$ cat src/pkg/lsu_pkg.sv
// Package with types and constants of the load/store unit
package lsu_pkg;

  localparam int XLEN = 64;
  localparam int REG_W = 5;
  localparam int COP_W = 2;

  // Architecture levels
  localparam logic [2:0] LVL_1 = 3'h1;
  localparam logic [2:0] LVL_2 = 3'h2;
  localparam logic [2:0] LVL_3 = 3'h3;
  localparam logic [2:0] LVL_4 = 3'h4;

  // Coprocessor numbers with special meaning
  localparam logic [1:0] COP_SYS = 2'h0;
  localparam logic [1:0] COP_FPU = 2'h1;

  // Exception codes
  localparam logic [1:0] EXC_ADDR = 2'h1;
  localparam logic [1:0] EXC_COP_UNUSABLE = 2'h2;
  localparam logic [1:0] EXC_RESERVED = 2'h3;

  // Size codes hold the object size minus one
  localparam logic [2:0] SZ_BYTE = 3'h0;
  localparam logic [2:0] SZ_HALF = 3'h1;
  localparam logic [2:0] SZ_WORD = 3'h3;
  localparam logic [2:0] SZ_DOUBLE = 3'h7;

  // Values after reset
  localparam logic [31:0] BUSY_RESET = 32'h0000_0000;
  localparam logic [XLEN-1:0] DATA_RESET = 64'h0000_0000_0000_0000;

  typedef enum logic [4:0] {
    op_load_byte_signed, op_load_byte_zero_ext, op_load_half_signed,
    op_load_half_zero_ext, op_load_word_signed, op_load_word_zero_ext,
    op_load_double, op_store_byte, op_store_half, op_store_word,
    op_store_double, op_load_word_left_part, op_load_word_right_part,
    op_store_word_left_part, op_store_word_right_part,
    op_load_double_left_part, op_load_double_right_part,
    op_store_double_left_part, op_store_double_right_part,
    op_linked_word_load, op_conditional_word_store,
    op_linked_double_load, op_conditional_double_store,
    op_cop_load_word, op_cop_store_word, op_cop_load_double,
    op_cop_store_double
  } lsu_op_t;

  typedef enum logic [2:0] {
    part_none, part_left, part_right, part_linked, part_cond
  } lsu_part_t;

  typedef struct packed {
    lsu_op_t op;
    logic [XLEN-1:0] base;
    logic [15:0] offset;
    logic [XLEN-1:0] index;
    logic indexed;
    logic [REG_W-1:0] dest;
    logic [COP_W-1:0] copz;
    logic [XLEN-1:0] src_data;
    logic [XLEN-1:0] merge_base;
    logic adjacent;
  } lsu_req_t;

  typedef struct packed {
    logic [XLEN-1:0] addr;
    logic write;
    logic [7:0] byte_en;
    logic [XLEN-1:0] wdata;
  } lsu_mem_req_t;

  typedef struct packed {
    logic [REG_W-1:0] dest;
    logic to_cop;
    logic [COP_W-1:0] copz;
    logic [XLEN-1:0] data;
  } lsu_wb_t;

  typedef struct packed {
    logic [2:0] szm1;
    logic load;
    logic sgn;
    lsu_part_t part;
    logic cop;
    logic [2:0] level;
  } lsu_opinfo_t;

endpackage : lsu_pkg

$ cat src/verilog/lsu_top.sv
// Load/store unit between the issue pipeline and the cached memory
`timescale 1ns/1ps

module lsu_top (
  input wire logic core_clk,
  input wire logic reset,
  input wire logic [2:0] isa_level,
  input wire logic big_endian,
  input wire logic [3:0] cop_usable,
  input wire logic link_break,
  input wire logic req_valid,
  input wire lsu_pkg::lsu_req_t req,
  output logic req_ready,
  output logic mem_valid,
  output lsu_pkg::lsu_mem_req_t mem_req,
  input wire logic mem_ready,
  input wire logic mem_rsp_valid,
  input wire logic [lsu_pkg::XLEN-1:0] mem_rdata,
  output logic wb_valid,
  output lsu_pkg::lsu_wb_t wb,
  output logic exc_valid,
  output logic [1:0] exc_code,
  output logic [31:0] busy_regs
);
  import lsu_pkg::*;

  typedef enum logic [1:0] {st_idle, st_mem, st_resp} lsu_state_t;

  function automatic lsu_opinfo_t decode(input lsu_op_t op);
    lsu_opinfo_t d;
    d = '{szm1: SZ_WORD, load: 1'b1, sgn: 1'b0, part: part_none,
          cop: 1'b0, level: LVL_1};
    case (op)
      op_load_byte_signed: begin
        d.szm1 = SZ_BYTE;
        d.sgn = 1'b1;
      end
      op_load_byte_zero_ext: d.szm1 = SZ_BYTE;
      op_load_half_signed: begin
        d.szm1 = SZ_HALF;
        d.sgn = 1'b1;
      end
      op_load_half_zero_ext: d.szm1 = SZ_HALF;
      op_load_word_signed: d.sgn = 1'b1;
      op_load_word_zero_ext: d.level = LVL_3;
      op_load_double: begin
        d.szm1 = SZ_DOUBLE;
        d.level = LVL_3;
      end
      op_store_byte: begin
        d.szm1 = SZ_BYTE;
        d.load = 1'b0;
      end
      op_store_half: begin
        d.szm1 = SZ_HALF;
        d.load = 1'b0;
      end
      op_store_word: d.load = 1'b0;
      op_store_double: begin
        d.szm1 = SZ_DOUBLE;
        d.load = 1'b0;
        d.level = LVL_3;
      end
      op_load_word_left_part: d.part = part_left;
      op_load_word_right_part: d.part = part_right;
      op_store_word_left_part: begin
        d.part = part_left;
        d.load = 1'b0;
      end
      op_store_word_right_part: begin
        d.part = part_right;
        d.load = 1'b0;
      end
      op_load_double_left_part, op_load_double_right_part,
      op_store_double_left_part, op_store_double_right_part: begin
        d.szm1 = SZ_DOUBLE;
        d.level = LVL_3;
        d.load = (op == op_load_double_left_part) ||
                 (op == op_load_double_right_part);
        d.part = ((op == op_load_double_left_part) ||
                  (op == op_store_double_left_part)) ? part_left
                                                      : part_right;
      end
      op_linked_word_load: begin
        d.part = part_linked;
        d.sgn = 1'b1;
        d.level = LVL_2;
      end
      op_conditional_word_store: begin
        d.part = part_cond;
        d.load = 1'b0;
        d.level = LVL_2;
      end
      op_linked_double_load: begin
        d.szm1 = SZ_DOUBLE;
        d.part = part_linked;
        d.level = LVL_3;
      end
      op_conditional_double_store: begin
        d.szm1 = SZ_DOUBLE;
        d.part = part_cond;
        d.load = 1'b0;
        d.level = LVL_3;
      end
      op_cop_load_word: d.cop = 1'b1;
      op_cop_store_word: begin
        d.cop = 1'b1;
        d.load = 1'b0;
      end
      op_cop_load_double, op_cop_store_double: begin
        d.szm1 = SZ_DOUBLE;
        d.cop = 1'b1;
        d.load = (op == op_cop_load_double);
        d.level = LVL_2;
      end
      default: d.load = 1'b1;
    endcase
    return d;
  endfunction : decode

  // Expands a byte-lane mask to a bit mask
  function automatic logic [XLEN-1:0] lane_bits(input logic [7:0] m);
    logic [XLEN-1:0] r;
    r = '0;
    for (int i = 0; i < 8; i++) begin
      r[i*8 +: 8] = {8{m[i]}};
    end
    return r;
  endfunction : lane_bits

  lsu_state_t state_q, state_d;
  logic ready_q, ready_d;
  logic mem_valid_q, mem_valid_d;
  lsu_mem_req_t mem_q, mem_d;
  logic wb_valid_q, wb_valid_d;
  lsu_wb_t wb_q, wb_d;
  logic exc_valid_q, exc_valid_d;
  logic [1:0] exc_code_q, exc_code_d;
  logic [31:0] busy_q, busy_d;
  lsu_op_t op_q, op_d;
  logic [XLEN-1:0] ea_q, ea_d;
  logic [XLEN-1:0] mbase_q, mbase_d;
  logic be_q, be_d;
  logic link_valid_q, link_valid_d;
  logic [XLEN-1:0] link_addr_q, link_addr_d;
  logic fwd_valid_q, fwd_valid_d;
  logic [REG_W-1:0] fwd_dest_q, fwd_dest_d;
  logic [XLEN-1:0] fwd_data_q, fwd_data_d;

  lsu_opinfo_t d_in, d_held;
  logic [XLEN-1:0] ea_in, ones, raw, val, lmask, res, sval;
  logic [2:0] ao, boff, kk, lane_sh, rsh;
  logic [7:0] bm8, sm8;
  logic misalign, reserved, unusable, cond_ok;

  always_comb begin
    d_in = decode(req.op);
    d_held = decode(op_q);
    ea_in = req.base + (req.indexed ? req.index
                                    : {{48{req.offset[15]}}, req.offset});

    ao = ea_in[2:0] & ~d_in.szm1;
    boff = ea_in[2:0] & d_in.szm1;
    kk = big_endian ? boff : 3'(d_in.szm1 - boff);
    lane_sh = big_endian ? 3'(3'h7 - ao - d_in.szm1) : ao;
    rsh = 3'(d_in.szm1 - kk);
    bm8 = {{4{d_in.szm1[2]}}, {2{d_in.szm1[1]}}, d_in.szm1[0], 1'b1};
    ones = lane_bits(bm8);

    case (d_in.part)
      part_left: begin
        sm8 = bm8 >> kk;
        sval = (req.src_data & ones) >> {kk, 3'h0};
      end
      part_right: begin
        sm8 = (bm8 << rsh) & bm8;
        sval = req.src_data << {rsh, 3'h0};
      end
      default: begin
        sm8 = bm8;
        sval = req.src_data & ones;
      end
    endcase

    misalign = (d_in.part != part_left) && (d_in.part != part_right) &&
               (boff != 3'h0);
    // unsigned word load from level three
    reserved = (d_in.level > isa_level) ||
               (d_in.cop && (req.copz == COP_SYS));
    if (req.indexed && (!d_in.cop || (req.copz != COP_FPU) ||
                        (isa_level < LVL_4))) begin
      reserved = 1'b1;
    end
    unusable = d_in.cop && !cop_usable[req.copz];
    cond_ok = link_valid_q && (link_addr_q == ea_in);

    // Response side uses the held request
    ao = ea_q[2:0] & ~d_held.szm1;
    boff = ea_q[2:0] & d_held.szm1;
    kk = be_q ? boff : 3'(d_held.szm1 - boff);
    rsh = 3'(d_held.szm1 - kk);
    bm8 = {{4{d_held.szm1[2]}}, {2{d_held.szm1[1]}},
           d_held.szm1[0], 1'b1};
    raw = mem_rdata >> {(be_q ? 3'(3'h7 - ao - d_held.szm1) : ao), 3'h0};
    raw = raw & lane_bits(bm8);

    case (d_held.part)
      part_left: begin
        lmask = lane_bits((bm8 << kk) & bm8);
        val = raw << {kk, 3'h0};
      end
      part_right: begin
        lmask = lane_bits(bm8 >> rsh);
        val = raw >> {rsh, 3'h0};
      end
      default: begin
        lmask = lane_bits(bm8);
        val = raw;
      end
    endcase
    res = (val & lmask) | (mbase_q & ~lmask);
    case (d_held.szm1)
      SZ_BYTE: res = d_held.sgn ? {{56{res[7]}}, res[7:0]}
                                : {56'h0, res[7:0]};
      SZ_HALF: res = d_held.sgn ? {{48{res[15]}}, res[15:0]}
                                : {48'h0, res[15:0]};
      SZ_WORD: res = (d_held.sgn || d_held.part == part_left ||
                      d_held.part == part_right)
                     ? {{32{res[31]}}, res[31:0]} : {32'h0, res[31:0]};
      default: res = res;
    endcase
  end

  always_comb begin
    state_d = state_q;
    ready_d = ready_q;
    mem_valid_d = mem_valid_q;
    mem_d = mem_q;
    wb_valid_d = 1'b0;
    wb_d = wb_q;
    exc_valid_d = 1'b0;
    exc_code_d = exc_code_q;
    busy_d = busy_q;
    op_d = op_q;
    ea_d = ea_q;
    mbase_d = mbase_q;
    be_d = be_q;
    link_valid_d = link_valid_q & ~link_break;
    link_addr_d = link_addr_q;
    fwd_valid_d = fwd_valid_q;
    fwd_dest_d = fwd_dest_q;
    fwd_data_d = fwd_data_q;
    case (state_q)
      st_idle: begin
        if (req_valid && ready_q) begin
          fwd_valid_d = 1'b0;
          if (reserved || unusable || misalign) begin
            exc_valid_d = 1'b1;
            exc_code_d = reserved ? EXC_RESERVED
                       : (unusable ? EXC_COP_UNUSABLE : EXC_ADDR);
          end else if (d_in.part == part_cond && !cond_ok) begin
            link_valid_d = 1'b0;
            wb_valid_d = 1'b1;
            wb_d = '{dest: req.dest, to_cop: 1'b0, copz: req.copz,
                     data: DATA_RESET};
          end else begin
            op_d = req.op;
            ea_d = ea_in;
            be_d = big_endian;
            mbase_d = (req.adjacent && fwd_valid_q &&
                       fwd_dest_q == req.dest) ? fwd_data_q
                                               : req.merge_base;
            mem_valid_d = 1'b1;
            mem_d = '{addr: {ea_in[XLEN-1:3], 3'h0}, write: !d_in.load,
                      byte_en: sm8 << lane_sh,
                      wdata: sval << {lane_sh, 3'h0}};
            ready_d = 1'b0;
            state_d = st_mem;
            if (d_in.load && !d_in.cop && isa_level >= LVL_2 &&
                req.dest != '0) begin
              busy_d[req.dest] = 1'b1;
            end
            wb_d.dest = req.dest;
            wb_d.copz = req.copz;
            wb_d.to_cop = d_in.cop;
          end
        end
      end
      st_mem: begin
        if (mem_ready) begin
          mem_valid_d = 1'b0;
          if (mem_q.write) begin
            ready_d = 1'b1;
            state_d = st_idle;
            if (d_held.part == part_cond) begin
              link_valid_d = 1'b0;
              wb_valid_d = 1'b1;
              wb_d.data = 64'h0000_0000_0000_0001;
            end
          end else begin
            state_d = st_resp;
          end
        end
      end
      st_resp: begin
        if (mem_rsp_valid) begin
          wb_valid_d = 1'b1;
          wb_d.data = res;
          busy_d = BUSY_RESET;
          ready_d = 1'b1;
          state_d = st_idle;
          fwd_valid_d = !wb_q.to_cop;
          fwd_dest_d = wb_q.dest;
          fwd_data_d = res;
          if (d_held.part == part_linked) begin
            link_valid_d = 1'b1;
            link_addr_d = ea_q;
          end
        end
      end
      default: state_d = st_idle;
    endcase
  end

  always_ff @(posedge core_clk) begin
    if (reset) begin
      state_q <= st_idle;
      ready_q <= 1'b1;
      mem_valid_q <= 1'b0;
      mem_q <= '0;
      wb_valid_q <= 1'b0;
      wb_q <= '0;
      exc_valid_q <= 1'b0;
      exc_code_q <= 2'h0;
      busy_q <= BUSY_RESET;
      op_q <= op_load_byte_signed;
      ea_q <= DATA_RESET;
      mbase_q <= DATA_RESET;
      be_q <= 1'b0;
      link_valid_q <= 1'b0;
      link_addr_q <= DATA_RESET;
      fwd_valid_q <= 1'b0;
      fwd_dest_q <= '0;
      fwd_data_q <= DATA_RESET;
    end else begin
      state_q <= state_d;
      ready_q <= ready_d;
      mem_valid_q <= mem_valid_d;
      mem_q <= mem_d;
      wb_valid_q <= wb_valid_d;
      wb_q <= wb_d;
      exc_valid_q <= exc_valid_d;
      exc_code_q <= exc_code_d;
      busy_q <= busy_d;
      op_q <= op_d;
      ea_q <= ea_d;
      mbase_q <= mbase_d;
      be_q <= be_d;
      link_valid_q <= link_valid_d;
      link_addr_q <= link_addr_d;
      fwd_valid_q <= fwd_valid_d;
      fwd_dest_q <= fwd_dest_d;
      fwd_data_q <= fwd_data_d;
    end
  end

  assign req_ready = ready_q;
  assign mem_valid = mem_valid_q;
  assign mem_req = mem_q;
  assign wb_valid = wb_valid_q;
  assign wb = wb_q;
  assign exc_valid = exc_valid_q;
  assign exc_code = exc_code_q;
  assign busy_regs = busy_q;

endmodule : lsu_top

$ cat config.mk
export PLATFORM = sky130hd
export DESIGN_NAME = lsu_top
export DESIGN_NICKNAME = d
export VERILOG_FILES = /design/src/pkg/lsu_pkg.sv /design/src/verilog/lsu_top.sv
export SDC_FILE = /design/constraint.sdc
export NUM_CORES = 2
export LEC_CHECK = 0
export ABC_AREA = 1
export BUFFER_PORTS_ARGS = -buffer_cell sky130_fd_sc_hd__buf_2
export CORE_MARGIN = 10
export CORE_UTILIZATION = 30
export DETAILED_ROUTE_END_ITERATION = 8
export PLACE_DENSITY = 0.48
export SLEW_MARGIN = 20
export SYNTH_ARGS = -nofsm -noshare
export SYNTH_HDL_FRONTEND = slang
export SYNTH_SLANG_ARGS = --single-unit
$ cat constraint.sdc
create_clock -name core_clk -period 6.75 [get_ports core_clk]
set_clock_uncertainty 0.2 [all_clocks]
set_input_delay 0 -clock core_clk [delete_from_list [all_inputs] [get_ports core_clk]]
set_output_delay 0 -clock core_clk [all_outputs]
set_load 0.02 [all_outputs]
==> metrics.txt <==
status=completed; GRT Util Overall=0.2734; Primary FF master, synth=dfxtp_1; synthesized area=38,770 µm²; first-pass GRT wire length=306,900 µm; number of global-route vias before repair=46,330; arrival time at the worst endpoint=6670 ps; Detail Route Antenna Nets=0; biggest cell delay along the critical path=between 600 and 700 ps; gr ovfl total=0; clk slew on worst S/H paths=60 ps; Die X=between 300 and 400 µm; DR WL/cell=22.42 µm; I/O Pins=611; Final Hold Vio Count=0; Routed Wire Length=208,300 µm; first drt pass iteration count=8; Vias=roughly 49,000; Final min period=6329 ps; Area growth, synth to finish=25.79%; post-synthesis sequential area ratio=0.2344; max-cap violation count=0; Synth Instances=6,800; Final HPWL DP=around 160,000 µm; GR Util met3=0.05641; drc violations=0; H-tree levels=2; FMAX=around 160 MHz; RSZ-0062 raised after global routing=no; worst setup path category=in -> reg; CTS tree=done; row count=roughly 130; P_leak=23.07 nW; CTS buffer count=60; HP Class=in -> reg; top cells by count, synth=nand2_1 (2,007), inv_1 (721), o21ai_0 (717); synth warn=0; layout cells sized above 1=0.1231; via/cell ratio=5.241; average cell area after synthesis=5.702 µm²; initial antenna violation count=19; top-count cell post-synth=nand2_1; Port Buffers=a little over 600; crit start category=primary input; met1 usage in global routing=0.3479; WP data required=between 7000 and 8000 ps; number of distinct library cells after synthesis=68; Synth Register Bits=between 400 and 500; Worst Setup End Kind=flop; slew at the pin closest to its max-slew limit=1017 ps; Placeable Area=128,000 µm²; Sink Count=between 400 and 500; reg2reg start=op_q[2]; Slew Limit Fails=0; largest cells by area after synthesis=dfxtp_1 (23%), nand2_1 (19%), o21ai_0 (9.3%); critical path fanouts, max=19; r2r setup slk=about 750 ps; Worst Hold Launch=req[37]; crit path launch=req[136]; die height=379.5 µm; Max Root-Sink Buffers=3; final worst path period share=0.9376; share of the synthesized area in the top cell type=0.2344; Placer Congestion=between 1 and 1.5; Final Non-Filler Cells=9,293; Starting Density=0.3029; FFs w/ async S/R, synth=0; Slowest-stage cell, CP=dlygate4sd3_1; cell mode on critical path=nand2_1; placed cells=8,781; peak supply drop=0.0002808 V; Setup violations, final=0; EDFF count, synth=0; Yosys top cell by area=dfxtp_1; Top Usage Layer GRT=met2; 1st-iter DRT viols=a little under 5,000; met2 Resource Use GR=0.4470; fin nets=7,965; Clk Latency, worst-skew pair=690 ps; Relative slew margins=0.3044; power per cell area=roughly 280 nW/µm²; Die ar.=144,000 µm²; clock root buffer=clkbuf_16; largest net degree at the start of global routing=about 190; Setup TNS=0 ps
## report_power, final
part	internal (mW)	switching, mW	total, mW	leakage, nW
registers	2.89	0.148	3.04	3.67
clock network	1.82	1.40	3.22	0.945
logic	2.10	5.38	7.49	18.5
## logic make-up (layout without fill, tap and decap cells)
| kind of cell | count (synthesis) | in the layout | synth area share |
|---|---|---|---|
| AOI/OAI and AO/OA | 1638 | 1638 | 0.2342 |
| xor gates and xnor gates | 54 | 54 | 0.01720 |
| adders and majority gates | 85 | 85 | 0.02801 |
| buffers and inverters | 1221 | 1968 | 0.1291 |
| DFF | 454 | 454 | 0.2344 |
| muxes | 2 | 2 | 0.0005163 |
| other | 2 | 19 | 0.0001937 |
| and+or+nand+nor | 3344 | 3344 | 0.3564 |
## worst paths after layout
check | depth (start not counted) | endpoint
max reg2reg | 27 | fwd_data_q[27]
min reg2reg | 2 | busy_regs[5]
max | 33 | mem_req[61]
min | 4 | mbase_q[36]
## flip-flops by register name, summed over array words and instances (netlist names)
register      flops
mem_req          73
wb               72
ea_q             64
fwd_data_q       64
link_addr_q      64
mbase_q          64
busy_regs        32
fwd_dest_q        5
op_q              5
exc_code          2
state_q           2
be_q              1
exc_valid         1
fwd_valid_q       1
link_valid_q      1
mem_valid         1
req_ready         1
wb_valid          1
## metal layers
| metal | vias to the layer above | part of all wire |
|---|---|---|
| met5 | - | 0.00053 |
| met2 | 2024 | 0.45 |
| li1 | 23710 | - |
| met4 | 18 | 0.046 |
| met3 | 383 | 0.080 |
| met1 | 22570 | 0.42 |
## critical path: cells and delay by family
family	cells	cell delay (ps)
fa+ha+maj	3	1040
buf+inv	15	3770
compound gates	6	780
simple gates	9	1040
## cell usage in the layout (no fill, tap or decap), types with 20 or more instances in the layout
cell | synthesis | layout
nor3_1 | 47 | 47
o22ai_1 | 20 | 20
a21oi_1 | 503 | 503
a31oi_1 | 113 | 113
nand2_1 | 2007 | 2002
buf_4 | 72 | 95
ha_1 | 82 | 81
inv_2 | 28 | 32
clkbuf_16 | 0 | 60
o221ai_1 | 23 | 23
nor2_1 | 575 | 571
dfxtp_1 | 454 | 454
o21ai_1 | 46 | 45
nand3_1 | 532 | 531
inv_1 | 721 | 714
dlygate4sd3_1 | 0 | 398
nand4_1 | 88 | 88
buf_2 | 88 | 606
xor2_1 | 21 | 21
o21a_1 | 24 | 24
o211ai_1 | 90 | 90
o21ai_0 | 717 | 717
## through the flow
stage / area (µm²) / hold slack (ps) / power, mW / setup WS [ps] / utilization
after detailed placement: 42780 / 82.28 / 10.11 / 725.4 / 0.3342
final: 48770 / 27.05 / 13.75 / 421.2 / 0.3810
after global routing: 48760 / 22.09 / 14.59 / 60.52 / 0.3809
after floorplan: 38810 / -39.12 / 7.646 / 1126 / -
after CTS: 48700 / 0.5247 / 13.69 / 262.1 / 0.3804
after global placement: 42770 / 75.48 / 10.14 / 683.4 / 0.3341
## area by class of cell
type,instances,area (µm²)
inverters,757,2874
flip-flops and latches,454,9089
well taps,1729,2163
repair inverters,1,5.005
clock inverters,29,319.1
diodes,8,20.02
repair buffers,1108,7895
clock buffers,73,1620
fillers,14250,79240
multi-input cells,5134,24790
## what timing repair did
| action | CTS | global route |
|---|---|---|
| hold buffers | 398 | 0 |
| buffers inserted | 0 | 3 |
| resized for setup | 0 | 7 |
| endpoints found under the setup margin | 0 | 35 |
| hold endpoints to repair | 409 | 0 |
No activity file was read; power rests on OpenSTA's default activity.
